--- config.mk ---
export PLATFORM = sky130hd
export DESIGN_NAME = fcd_flash_command_decoder
export DESIGN_NICKNAME = d
export VERILOG_FILES = /design/src/logic/fcd_pkg.sv /design/src/logic/fcd_flash_command_decoder.sv
export SDC_FILE = /design/constraint.sdc
export NUM_CORES = 1
export LEC_CHECK = 0
export BUFFER_PORTS_ARGS = -buffer_cell sky130_fd_sc_hd__buf_2
export CAP_MARGIN = 15
export CORE_UTILIZATION = 35
export DETAILED_ROUTE_END_ITERATION = 8
export HOLD_SLACK_MARGIN = 0.12
export SYNTH_ARGS = -nofsm -noshare
export SYNTH_HDL_FRONTEND = slang
export SYNTH_SLANG_ARGS = --single-unit
--- constraint.sdc ---
create_clock -name clk -period 2.2 [get_ports clk]
set_input_delay 0 -clock clk [delete_from_list [all_inputs] [get_ports clk]]
set_output_delay 0 -clock clk [all_outputs]
set_load 0.005 [all_outputs]
--- src/logic/fcd_pkg.sv ---
// Constants, command codes and state encoding for the flash command decoder.
// Assumes a 250 MHz system clock and a 16-bit host memory bus.
package fcd_pkg;
	localparam int CLK_MHZ = 250;
	localparam int WIN_US = 80;
	localparam int WIN_CYCLES = WIN_US * CLK_MHZ;
	localparam int ADDR_W = 16;
	localparam int DATA_W = 16;
	localparam int PRI_N = 16;
	localparam int SEC_N = 4;
	localparam int SECT_N = PRI_N + SEC_N;
	localparam int TMO_W = 16;
	localparam logic [11:0] ADR_UNLOCK1 = 12'haaa;
	localparam logic [11:0] ADR_UNLOCK2 = 12'h554;
	localparam logic [7:0] ADR_ID = 8'h02;
	localparam logic [7:0] ADR_PROT = 8'h04;
	localparam logic [7:0] CMD_UNLOCK1 = 8'haa;
	localparam logic [7:0] CMD_UNLOCK2 = 8'h55;
	localparam logic [7:0] CMD_PROGRAM = 8'ha0;
	localparam logic [7:0] CMD_ERASE = 8'h80;
	localparam logic [7:0] CMD_SECTOR = 8'h30;
	localparam logic [7:0] CMD_BULK = 8'h10;
	localparam logic [7:0] CMD_SUSPEND = 8'hb0;
	localparam logic [7:0] CMD_RESET = 8'hf0;
	localparam logic [7:0] CMD_BYPASS = 8'h20;
	localparam logic [7:0] CMD_AUTOSEL = 8'h90;
	localparam logic [7:0] CMD_BYPEXIT = 8'h00;
	// Identifier value is arbitrary.
	localparam logic [7:0] ID_CODE = 8'h5c;
	localparam int POLL_BIT = 7;
	localparam int TOGGLE_BIT = 6;
	localparam int ERR_BIT = 5;
	localparam int WINDOW_BIT = 3;
	localparam logic [3:0] REG_STATUS = 4'h0;
	localparam logic [3:0] REG_TIMEOUT = 4'h4;
	typedef enum logic [3:0] {
		ST_READ = 4'h0,
		ST_UNL1 = 4'h1,
		ST_UNL2 = 4'h3,
		ST_PGM = 4'h2,
		ST_ESECT = 4'h6,
		ST_IDMODE = 4'h7,
		ST_BYP = 4'h5,
		ST_BYPPGM = 4'h4,
		ST_BYPEXIT = 4'hc
	} fcd_state_e;
endpackage

--- src/logic/fcd_flash_command_decoder.sv ---
// Command decoder and read-mode control for a dual-bank embedded flash.
// Assumes host bus pins synchronous to clk and an external embedded algorithm engine.
//
// Our own choices: the address map and the Avalon-MM slave port.
`timescale 1ns/1ns
`default_nettype none
module fcd_flash_command_decoder #(
	parameter int TIMEOUT_CYCLES = fcd_pkg::WIN_CYCLES
) (
	input wire logic clk,
	input wire logic rst_n,
	input wire logic [fcd_pkg::ADDR_W-1:0] hostAddr,
	input wire logic [fcd_pkg::DATA_W-1:0] hostWrData,
	input wire logic writeStrobeLow_n,
	input wire logic hostRead,
	input wire logic [fcd_pkg::PRI_N-1:0] primarySectorSelects,
	input wire logic [fcd_pkg::SEC_N-1:0] secondarySectorSelects,
	input wire logic writeLockoutVoltage,
	output logic [fcd_pkg::DATA_W-1:0] hostRdData,
	input wire logic [fcd_pkg::DATA_W-1:0] arrayRdData,
	input wire logic [fcd_pkg::SECT_N-1:0] sectorProtect,
	input wire logic algBusy,
	input wire logic algFail,
	output logic programStart,
	output logic [fcd_pkg::ADDR_W-1:0] programAddress,
	output logic [fcd_pkg::DATA_W-1:0] programDataWord,
	output logic [fcd_pkg::SECT_N-1:0] eraseSectorMask,
	output logic eraseStart,
	output logic eraseBulk,
	output logic eraseSuspend,
	output logic eraseResume,
	output logic busyStatusPin,
	input wire logic [3:0] avs_address,
	input wire logic avs_read,
	input wire logic avs_write,
	input wire logic [31:0] avs_writedata,
	output logic [31:0] avs_readdata,
	output logic avs_waitrequest
);
	import fcd_pkg::*;

	fcd_state_e state_reg, state_next;
	logic wrPrev_reg, blocked_reg, latPri_reg, latSec_reg, armed_reg;
	logic [ADDR_W-1:0] latAddr_reg;
	logic [SECT_N-1:0] latSel_reg;
	logic [TMO_W-1:0] tmoLen_reg, tmoCnt_reg;
	logic erasing_reg, suspended_reg, error_reg, toggle_reg, algPrev_reg, ack_reg;
	logic [DATA_W-1:0] rdData_next;

	// Strobe edges and command write qualification.
	wire wrFall = wrPrev_reg & ~writeStrobeLow_n;
	wire wrRise = ~wrPrev_reg & writeStrobeLow_n;
	wire cmdWrite = wrRise & ~blocked_reg & (latPri_reg | latSec_reg);
	wire [7:0] cmdByte = hostWrData[7:0];
	wire [11:0] cmdAdr = latAddr_reg[11:0];
	wire evenAdr = ~latAddr_reg[0];
	wire isUnl1 = cmdByte == CMD_UNLOCK1 && cmdAdr == ADR_UNLOCK1;
	wire isUnl2 = cmdByte == CMD_UNLOCK2 && cmdAdr == ADR_UNLOCK2;
	wire atUnl1 = cmdAdr == ADR_UNLOCK1;
	wire timing = state_reg == ST_UNL1 || state_reg == ST_UNL2 || state_reg == ST_PGM || state_reg == ST_ESECT
		|| (state_reg == ST_READ && armed_reg);
	wire tmoExpire = timing && tmoCnt_reg == '0 && !cmdWrite;
	wire hitsErase = |(latSel_reg & eraseSectorMask);
	wire pgmOk = !(|(latSel_reg & sectorProtect)) && !(suspended_reg && hitsErase);
	wire doSuspend = cmdWrite && state_reg == ST_READ && evenAdr && cmdByte == CMD_SUSPEND && erasing_reg
		&& !suspended_reg;
	wire doResume = cmdWrite && state_reg == ST_READ && evenAdr && cmdByte == CMD_SECTOR && suspended_reg;
	wire doProgram = cmdWrite && (state_reg == ST_PGM || state_reg == ST_BYPPGM) && evenAdr && pgmOk;
	wire doBulk = cmdWrite && state_reg == ST_UNL2 && armed_reg && atUnl1 && cmdByte == CMD_BULK;
	wire closeWin = state_reg == ST_ESECT && tmoExpire;
	wire doReset = cmdWrite && evenAdr && cmdByte == CMD_RESET;
	wire curPri = |primarySectorSelects;
	wire curSec = |secondarySectorSelects;
	wire [SECT_N-1:0] curSel = {secondarySectorSelects, primarySectorSelects};
	wire statusRead = (algBusy || erasing_reg) && !suspended_reg && (curPri || curSec);
	wire avsReg = avs_address == REG_STATUS || avs_address == REG_TIMEOUT;
	wire [31:0] avsRd = avs_address == REG_STATUS
		? {24'h0, state_reg, suspended_reg, erasing_reg, error_reg, busyStatusPin}
		: (avs_address == REG_TIMEOUT ? {16'h0, tmoLen_reg} : 32'h0);

	// Command sequencer.
	always_comb begin
		state_next = state_reg;
		case (state_reg)
			ST_READ: begin
				if (cmdWrite && isUnl1)
					state_next = ST_UNL1;
			end
			ST_UNL1: begin
				if (tmoExpire)
					state_next = ST_READ;
				else if (cmdWrite)
					state_next = isUnl2 ? ST_UNL2 : ST_READ;
			end
			ST_UNL2: begin
				if (tmoExpire)
					state_next = ST_READ;
				else if (cmdWrite && armed_reg)
					state_next = cmdByte == CMD_SECTOR ? ST_ESECT : ST_READ;
				else if (cmdWrite && atUnl1) begin
					case (cmdByte)
						CMD_PROGRAM: state_next = ST_PGM;
						CMD_ERASE: state_next = ST_READ;
						CMD_AUTOSEL: state_next = ST_IDMODE;
						CMD_BYPASS: state_next = ST_BYP;
						default: state_next = ST_READ;
					endcase
				end else if (cmdWrite)
					state_next = ST_READ;
			end
			ST_PGM: begin
				if (tmoExpire || cmdWrite)
					state_next = ST_READ;
			end
			ST_ESECT: begin
				if (tmoExpire)
					state_next = ST_READ;
				else if (cmdWrite && cmdByte != CMD_SECTOR)
					state_next = ST_READ;
			end
			ST_IDMODE: begin
				if (doReset)
					state_next = ST_READ;
			end
			ST_BYP: begin
				if (cmdWrite && evenAdr && cmdByte == CMD_PROGRAM)
					state_next = ST_BYPPGM;
				else if (cmdWrite && evenAdr && cmdByte == CMD_AUTOSEL)
					state_next = ST_BYPEXIT;
			end
			ST_BYPPGM: begin
				if (cmdWrite)
					state_next = ST_BYP;
			end
			ST_BYPEXIT: begin
				if (cmdWrite)
					state_next = (evenAdr && cmdByte == CMD_BYPEXIT) ? ST_READ : ST_BYP;
			end
			default: state_next = ST_READ;
		endcase
	end

	// Read data path: array data, status word, identifier or protection byte.
	always_comb begin
		rdData_next = arrayRdData;
		if (state_reg == ST_IDMODE && hostAddr[7:0] == ADR_ID)
			rdData_next = curPri ? {8'h0, ID_CODE} : '0;
		else if (state_reg == ST_IDMODE && hostAddr[7:0] == ADR_PROT)
			rdData_next = {{(DATA_W-1){1'b0}}, |(curSel & sectorProtect)};
		else if (statusRead) begin
			rdData_next = '0;
			rdData_next[POLL_BIT] = erasing_reg ? 1'b0 : ~programDataWord[POLL_BIT];
			rdData_next[TOGGLE_BIT] = toggle_reg;
			rdData_next[ERR_BIT] = error_reg;
			rdData_next[WINDOW_BIT] = state_reg != ST_ESECT;
		end
	end

	always_ff @(posedge clk or negedge rst_n) begin
		if (!rst_n) begin
			state_reg <= ST_READ;
			wrPrev_reg <= 1'b1;
			blocked_reg <= 1'b0;
			latAddr_reg <= '0;
			latPri_reg <= 1'b0;
			latSec_reg <= 1'b0;
			latSel_reg <= '0;
		end else begin
			state_reg <= state_next;
			wrPrev_reg <= writeStrobeLow_n;
			if (wrFall) begin
				blocked_reg <= writeLockoutVoltage;
				latAddr_reg <= hostAddr;
				latPri_reg <= curPri;
				latSec_reg <= curSec && !curPri;
				latSel_reg <= curSel;
			end
		end
	end

	// Time-out counter and sector-erase arming.
	always_ff @(posedge clk or negedge rst_n) begin
		if (!rst_n) begin
			tmoCnt_reg <= '0;
			armed_reg <= 1'b0;
		end else begin
			if (cmdWrite)
				tmoCnt_reg <= tmoLen_reg;
			else if (tmoCnt_reg != '0)
				tmoCnt_reg <= tmoCnt_reg - 1'b1;
			if (cmdWrite && state_reg == ST_UNL2 && atUnl1 && cmdByte == CMD_ERASE && !armed_reg)
				armed_reg <= 1'b1;
			else if (tmoExpire || (cmdWrite && state_next != ST_UNL1 && state_next != ST_UNL2))
				armed_reg <= 1'b0;
		end
	end

	// Requests to the embedded algorithm engine.
	always_ff @(posedge clk or negedge rst_n) begin
		if (!rst_n) begin
			programStart <= 1'b0;
			programAddress <= '0;
			programDataWord <= '0;
			eraseStart <= 1'b0;
			eraseBulk <= 1'b0;
			eraseSuspend <= 1'b0;
			eraseResume <= 1'b0;
			eraseSectorMask <= '0;
		end else begin
			programStart <= doProgram;
			if (doProgram) begin
				programAddress <= latAddr_reg;
				programDataWord <= hostWrData;
			end
			eraseStart <= closeWin || doBulk;
			eraseBulk <= doBulk;
			eraseSuspend <= doSuspend;
			eraseResume <= doResume;
			if (cmdWrite && state_next == ST_ESECT && state_reg == ST_UNL2)
				eraseSectorMask <= latSel_reg & ~sectorProtect;
			else if (cmdWrite && state_reg == ST_ESECT && cmdByte == CMD_SECTOR)
				eraseSectorMask <= eraseSectorMask | (latSel_reg & ~sectorProtect);
			else if (doBulk)
				eraseSectorMask <= ~sectorProtect;
		end
	end

	// Operation status flags and host read data.
	always_ff @(posedge clk or negedge rst_n) begin
		if (!rst_n) begin
			erasing_reg <= 1'b0;
			suspended_reg <= 1'b0;
			error_reg <= 1'b0;
			toggle_reg <= 1'b0;
			algPrev_reg <= 1'b0;
			busyStatusPin <= 1'b1;
			hostRdData <= '0;
		end else begin
			algPrev_reg <= algBusy;
			busyStatusPin <= ~algBusy;
			hostRdData <= rdData_next;
			if (hostRead && statusRead)
				toggle_reg <= ~toggle_reg;
			if (eraseStart)
				erasing_reg <= 1'b1;
			else if (algPrev_reg && !algBusy && !suspended_reg)
				erasing_reg <= 1'b0;
			if (doSuspend)
				suspended_reg <= 1'b1;
			else if (doResume)
				suspended_reg <= 1'b0;
			if (algFail)
				error_reg <= 1'b1;
			else if (doReset)
				error_reg <= 1'b0;
		end
	end

	// Avalon-MM slave: one wait cycle, then the answer.
	assign avs_waitrequest = (avs_read || avs_write) && !ack_reg;
	always_ff @(posedge clk or negedge rst_n) begin
		if (!rst_n) begin
			ack_reg <= 1'b0;
			avs_readdata <= '0;
			tmoLen_reg <= TMO_W'(TIMEOUT_CYCLES);
		end else begin
			ack_reg <= (avs_read || avs_write) && !ack_reg;
			if (avs_read)
				avs_readdata <= avsReg ? avsRd : 32'h0;
			if (avs_write && !avs_waitrequest && avs_address == REG_TIMEOUT)
				tmoLen_reg <= avs_writedata[TMO_W-1:0];
		end
	end

	property p_readMode;
		@(posedge clk) disable iff (!rst_n)
		(state_reg == ST_READ && !algBusy && !erasing_reg) |=> hostRdData == $past(arrayRdData);
	endproperty
	a_readMode: assert property (p_readMode) else $error("Read mode data mismatch.");

	property p_unlock2;
		@(posedge clk) disable iff (!rst_n)
		(state_reg == ST_UNL1 && cmdWrite && !isUnl2) |=> state_reg == ST_READ;
	endproperty
	a_unlock2: assert property (p_unlock2) else $error("Bad second coded byte not aborted.");

	property p_upperIgnored;
		@(posedge clk) disable iff (!rst_n)
		(state_reg == ST_READ && cmdWrite && cmdByte == CMD_UNLOCK1 && latAddr_reg[11:0] == ADR_UNLOCK1)
			|=> state_reg == ST_UNL1;
	endproperty
	a_upperIgnored: assert property (p_upperIgnored) else $error("First coded write not taken.");

	property p_program;
		@(posedge clk) disable iff (!rst_n)
		programStart |-> $past(state_reg) == ST_PGM || $past(state_reg) == ST_BYPPGM;
	endproperty
	a_program: assert property (p_program) else $error("Program started outside a sequence.");

	property p_sectorErase;
		@(posedge clk) disable iff (!rst_n)
		(eraseStart && !eraseBulk) |-> $past(state_reg) == ST_ESECT && $past(tmoCnt_reg) == '0;
	endproperty
	a_sectorErase: assert property (p_sectorErase) else $error("Sector erase before window end.");

	property p_suspend;
		@(posedge clk) disable iff (!rst_n)
		eraseSuspend |=> suspended_reg && erasing_reg;
	endproperty
	a_suspend: assert property (p_suspend) else $error("Suspend outside erase.");

	property p_resume;
		@(posedge clk) disable iff (!rst_n)
		eraseResume |-> $past(suspended_reg) ##1 !suspended_reg;
	endproperty
	a_resume: assert property (p_resume) else $error("Resume without suspend.");

	property p_reset;
		@(posedge clk) disable iff (!rst_n)
		(state_reg == ST_IDMODE && doReset) |=> state_reg == ST_READ && !error_reg || $past(algFail);
	endproperty
	a_reset: assert property (p_reset) else $error("Reset command not obeyed.");

	property p_bypassExit;
		@(posedge clk) disable iff (!rst_n)
		(state_reg == ST_BYPEXIT && cmdWrite && evenAdr && cmdByte == CMD_BYPEXIT) |=> state_reg == ST_READ;
	endproperty
	a_bypassExit: assert property (p_bypassExit) else $error("Bypass exit failed.");

	property p_timeout;
		@(posedge clk) disable iff (!rst_n)
		(state_reg == ST_UNL1 && tmoExpire) |=> state_reg == ST_READ;
	endproperty
	a_timeout: assert property (p_timeout) else $error("Time-out did not abort.");

	property p_lockout;
		@(posedge clk) disable iff (!rst_n)
		(wrFall && writeLockoutVoltage) |=> blocked_reg && !cmdWrite;
	endproperty
	a_lockout: assert property (p_lockout) else $error("Write under lockout not blocked.");

	property p_busy;
		@(posedge clk) disable iff (!rst_n)
		algBusy |=> !busyStatusPin;
	endproperty
	a_busy: assert property (p_busy) else $error("Busy pin high during operation.");

	c_program: cover property (@(posedge clk) disable iff (!rst_n) programStart);
	c_bulk: cover property (@(posedge clk) disable iff (!rst_n) eraseStart && eraseBulk);
	c_suspend: cover property (@(posedge clk) disable iff (!rst_n) eraseSuspend);
	c_bypass: cover property (@(posedge clk) disable iff (!rst_n) state_reg == ST_BYPPGM);
endmodule
`default_nettype wire

# After elaboration in Yosys (flattened, before gate mapping)
# Cells that the tools add are included.
# classes
addsub	1
eq_ne	28
muxes	41
bitwise_logic	18
reduce_logical	88
# ops
operator	count
16-bit two-way mux	8
20-bit AND	4
20-bit two-way mux	3
4-bit two-way mux	15
20-bit OR reduction	3
1-bit logical AND	51
8-bit == test, second input constant	6
4-bit case mux with 9 select lines	1
4-bit by 3-bit == test with 1-bit output, second input constant	6
20-bit inverter	1
20-bit bitwise OR	1
8-bit by 6-bit == test with 1-bit output, second input constant	2
16-bit logical NOT	1
16-bit nonzero test	1
16-bit OR reduction	1
16-bit by 1-bit subtractor with 16-bit output, second input constant	1
12-bit by 11-bit == test with 1-bit output, second input constant	1
12-bit == test, second input constant	1
1-bit logical OR	12
2-bit nonzero test	5
1-bit logical NOT	9
1-bit two-way mux	9
3-bit case mux with 3 select lines	1
4-bit by 2-bit == test with 1-bit output, second input constant	2
other kinds (20)	31
# word_totals
register_bits	189
input_bits	133
out_inout_bits	107
wordCells	203

# Depth between registers and ports, before layout
# depth
depth_word	16
ltp_mapped	10
mapped_depth_nobuf	9

# Least setup slack after synthesis
# OpenSTA, ideal clock, no wires.
# synth_path
path_kind	flip-flop to flip-flop
from	reg tmoCnt_reg[0]
to	reg armed_reg
setup_time_ns	0.082
arrival_time_ns	2.272
required_time_ns	2.118
path_slack_ns	-0.154
path_stages_with_launch	10
path_buffers	0
period_less_slack_ns	2.354
cell_sequence	dfrtp_1 > inv_1 > ha_1 > nor4b_1 > nand4_4 > o31ai_4 > a311oi_2 > or2_4 > a211o_1 > a31oi_1
# synth_between
elab_chain_len	11
word_cells_on_any_way	15
classes_between	2 x eq/ne; 5 x mux; 8 x reduce/logical
# synth_lines
element	line	rtl
start: declaration	fcd_flash_command_decoder.sv:46	logic [TMO_W-1:0] tmoLen_reg, tmoCnt_reg;
start signal: assignment	fcd_flash_command_decoder.sv:188	tmoCnt_reg <= tmoLen_reg;
start signal: assignment	fcd_flash_command_decoder.sv:190	tmoCnt_reg <= tmoCnt_reg - 1'b1;
16-bit logical NOT *	fcd_flash_command_decoder.sv:62	wire tmoExpire = timing && tmoCnt_reg == '0 && !cmdWrite;
1-bit logical AND * (2 in a row)	fcd_flash_command_decoder.sv:62	
1-bit logical OR	fcd_flash_command_decoder.sv:112	if (tmoExpire || cmdWrite)
4-bit two-way mux	fcd_flash_command_decoder.sv:112	
4-bit case mux with 9 select lines *	fcd_flash_command_decoder.sv:84	case (state_reg)
via state_next[2]	fcd_flash_command_decoder.sv:42	fcd_state_e state_reg, state_next;
4-bit by 1-bit != test with 1-bit output	fcd_flash_command_decoder.sv:193	else if (tmoExpire || (cmdWrite && state_next != ST_UNL1 && state_next != ST_UNL2))
1-bit logical AND	fcd_flash_command_decoder.sv:193	
1-bit logical AND *	fcd_flash_command_decoder.sv:193	
1-bit logical OR *	fcd_flash_command_decoder.sv:193	
2-bit nonzero test (no source line) *	-	
end signal: assignment	fcd_flash_command_decoder.sv:185	armed_reg <= 1'b0;
end signal: assignment	fcd_flash_command_decoder.sv:192	armed_reg <= 1'b1;
end signal: assignment	fcd_flash_command_decoder.sv:194	armed_reg <= 1'b0;
end: declaration	fcd_flash_command_decoder.sv:43	logic wrPrev_reg, blocked_reg, latPri_reg, latSec_reg, armed_reg;
# Mark *: on every way through the listed nets, which the timed path passes. The rest lies on a longest branch.
# A chain may end at the register's enable or synchronous reset.

# Final worst setup path
# layout_path
from	reg latAddr_reg[6]
to	reg eraseSectorMask[5] (netlist name)
# layout_between
elab_chain_len	10
word_cells_on_any_way	21
classes_between	3 x eq/ne; 9 x mux; 9 x reduce/logical
# layout_lines
element	line	rtl
start: declaration	fcd_flash_command_decoder.sv:44	logic [ADDR_W-1:0] latAddr_reg;
start signal: assignment	fcd_flash_command_decoder.sv:173	latAddr_reg <= hostAddr;
12-bit == test / 12-bit by 11-bit == test with 1-bit output (equally long branches)	fcd_flash_command_decoder.sv:57, fcd_flash_command_decoder.sv:59, fcd_flash_command_decoder.sv:58	
1-bit logical AND, on equally long branches	fcd_flash_command_decoder.sv:100, fcd_flash_command_decoder.sv:58	
4-bit two-way mux / 2-bit two-way mux (equally long branches)	fcd_flash_command_decoder.sv:100, fcd_flash_command_decoder.sv:93	
4-bit two-way mux, on equally long branches	fcd_flash_command_decoder.sv:98, fcd_flash_command_decoder.sv:92	
4-bit two-way mux, on equally long branches	fcd_flash_command_decoder.sv:96, fcd_flash_command_decoder.sv:90	
4-bit case mux with 9 select lines	fcd_flash_command_decoder.sv:84	
4-bit by 3-bit == test with 1-bit output	fcd_flash_command_decoder.sv:219	if (cmdWrite && state_next == ST_ESECT && state_reg == ST_UNL2)
1-bit logical AND (2 in a row)	fcd_flash_command_decoder.sv:219	
3-bit nonzero test (no source line) / 20-bit two-way mux (equally long branches)	-	
end signal: assignment	fcd_flash_command_decoder.sv:220	eraseSectorMask <= latSel_reg & ~sectorProtect;
end signal: assignment	fcd_flash_command_decoder.sv:222	eraseSectorMask <= eraseSectorMask | (latSel_reg & ~sectorProtect);
end signal: assignment	fcd_flash_command_decoder.sv:224	eraseSectorMask <= ~sectorProtect;
end: declaration	fcd_flash_command_decoder.sv:27	output logic [fcd_pkg::SECT_N-1:0] eraseSectorMask,
# Several ways; a longest one is shown, not always the timed one.

==> results.cfg <==
[sta]
max-slew-margin-rel_pct = 57.8
fin_crit_sh_pct = 105
rsz0062_at_grt = yes
finClkSkew_ns = 0.0116
worst_pin_slew_ns = 0.633
setup_slack_ns = -0.0990
hold_viol = 0
min_period_ns = 2.30
report.final.setup_viol = 47
final_max_slew_viol_count = 0
fmax_mhz = 435
fin_setup_tns_ns = -2.29
holdWs_ns = 0.189

[logic_synthesis]
yosysMostFrequentCell = nand2_1
synth_top_area_cell = dfrtp_1
yosys_register_bits = 173
yosysTopAreaCellShare_pct = 49.1
synth_edf_count = 0
dominantRegCellSynth = dfrtp_1
async_reset_ff_share_pct = 100
synth_area_leaders = dfrtp_1, nand2_1, mux2_2
seq_area_frac_synth_pct = 51.3
netlist_area_mm2 = 0.00846
synth.avg_cell_area_um2 = 9.79
ys_top_cells_by_count = nand2_1, dfrtp_1, mux2_2, nor2_1
syn_inst = 864
yosysWarnings = 0
yosys.cell_types.count = 72

[routing]
drc = 0
avgViaCountPerCell = 5.05
firstDrtPassIters = 5
wl_per_cell_um = 17.0
drt_wl_total_mm = 27.3
vias = 8087
drt_iter0_markers = 499
antenna_left = 0

[global_route]
track_usage_pct = 22.2
grt_pass1_vias = 8115
antenna_found_initial = 0
grt_max_degree = 59
grt_overflow = 0
grt_pass1_wl_mm = 42.6

[floorplanning]
die_w_um = 157
io_pins = 240
std_cell_rows = 56
die_h_um = 157
core_mm2 = 0.0236
die_area_mm2 = 0.0248
floorplan.initialDensity_pct = 35.8

[cells_and_area]
register_area_mm2 = 0.00434
n_fill_cell = 2166
drive_above_1_share_pct = 38.4
diodes = 0
multi_input_area_mm2 = 0.00414
areaGrowthSynthToFinish_pct = 51.2
layout.nets = 1403
fin_util_pct = 54.2

[placement]
pre_cts_ws_ns = -0.181
io_buffers = 207
place_congestion = 0.910
hpwl_mm = 18.3

[critical_path]
worstSetupStartpoint = latAddr_reg[6]
cp.arrival_ns = 2.68
worstPathRequired_ns = 2.58
r2r_start = latAddr_reg[6]
reg2reg_depth = 9
criticalPathCategory = reg -> reg
r2r-end = eraseSectorMask[5]
reg2reg_slack_ns = -0.1
cp_slowest_stage_delay_ns = 0.41
crit_path_top_delay_cell = dfrtp_1
path_max_fanout = 20
crit_end = eraseSectorMask[5]
endpoint_kind = flip-flop
path_cells = nand4bb_4 -> nor4_4 -> buf_4 -> nand4b_1 -> a311oi_4 -> o21a_1 -> buf_12 -> a31oi_1 -> nand2_1
cp-start-kind = flip-flop

[clocking]
numCtsBuffers = 17
clock_sinks = 173
ctsHtreeMaxLevel = 4
cts_buffer_depth = 2
cts_tree = yes
root_buffer = clkbuf_16
clk_latency_ns = 0.44
path_clk_slew_ns = 0.08

[pwr]
power_density_mw_per_mm2 = 696
power_leakage_nw = 6.25
total_power_mw = 8.90
ir_drop_v = 0.000503

[run_status]
violations = negative setup slack
outcome = finished with violations

[hold_path]
hold_class = in -> reg

[run]
max_cap_violations = 0
-- how the worst min path moves through the flow --
stage,start,to,slack [ns],depth (start not counted)
2_1_floorplan,rst_n,ack_reg,-0.30,0
3_3_place_gp,rst_n,latSel_reg[18],0.02,1
3_5_place_dp,rst_n,eraseSectorMask[8],0.02,1
4_1_cts,avs_address[0],avs_readdata[3],0.16,5
5_1_grt,avs_address[0],avs_readdata[5],0.20,5
6_report,avs_address[3],avs_readdata[3],0.19,5
-- kinds of logic after synthesis --
group | after synthesis | share of synthesized area (%)
XOR/XNOR | 14 | 1.45
flip-flops | 173 | 51.3
AO/OA/AOI/OAI | 150 | 12.1
multiplexers | 58 | 7.66
buffers and inverters | 91 | 5.03
adder cells (fa/ha/maj) | 2 | 0.296
other | 1 | 0.0443
AND/OR/NAND/NOR | 375 | 22.2
-- layout by cell type, fill, tap and decap left out, types with 12 or more instances in the layout --
| cell | count |
|---|---|
| a21oi_1 | 34 |
| a22oi_1 | 18 |
| a31oi_1 | 25 |
| buf_2 | 206 |
| buf_4 | 86 |
| clkbuf_16 | 19 |
| conb_1 | 16 |
| dfrtp_1 | 163 |
| dlygate4sd3_1 | 120 |
| inv_1 | 34 |
| mux2_2 | 54 |
| nand2_1 | 162 |
| nand2_2 | 29 |
| nand2_4 | 15 |
| nand3_1 | 18 |
| nand4_1 | 17 |
| nor2_1 | 35 |
| nor4_1 | 12 |
| o21ai_0 | 26 |
| xnor2_1 | 12 |
-- report_power, final --
part	switching [mW]	internal (mW)
Sequential	0.356	3.55
Clock	1.50	1.65
Combinational	0.836	1.01
Total	2.69	6.21
-- repair_timing --
item / 4_1_cts / 5_1_grt
endpoints found under the setup margin: 53 / 67
pin swaps: 5 / 52
resized for setup: 11 / 84
buffers inserted: 3 / 8
hold buffers: 120 / 0
hold endpoints to repair: 298 / 0
cloned: 1 / 2
-- worst max-delay path: cells and delay by family, from the launching register on --
kind / cells / cell delay [ns]
and+or+nand+nor: 4 / 0.75
AOI/OAI and AO/OA: 3 / 0.73
DFF: 1 / 0.41
buffers and inverters: 2 / 0.34
-- per-stage QoR --
step | cell area (um2) | std cells
floorplan | 8530 | 879
global placement | 10400 | 1434
detailed placement | 10400 | 1434
CTS | 12400 | 1590
global route | 12800 | 1600
finish | 12800 | 1600
-- layer usage --
metal | vias up | global-route usage, % | part of all wire [%]
met5 | - | 0 | 0
met4 | 0 | 5.78 | 1.9
met3 | 42 | 3.80 | 5.3
met2 | 281 | 37.9 | 49
met1 | 3951 | 28.9 | 44
li1 | 3813 | - | -
-- cell type report --
type	instances	share of cell area, %
Clock inverter	15	1.56
Timing Repair Buffer	425	24.6
Clock buffer	17	3.33
Inverter	36	1.06
Tap cell	319	3.12
Multi-Input combinational cell	615	32.4
Sequential cell	173	33.9
(Power assumes the default switching activity.)
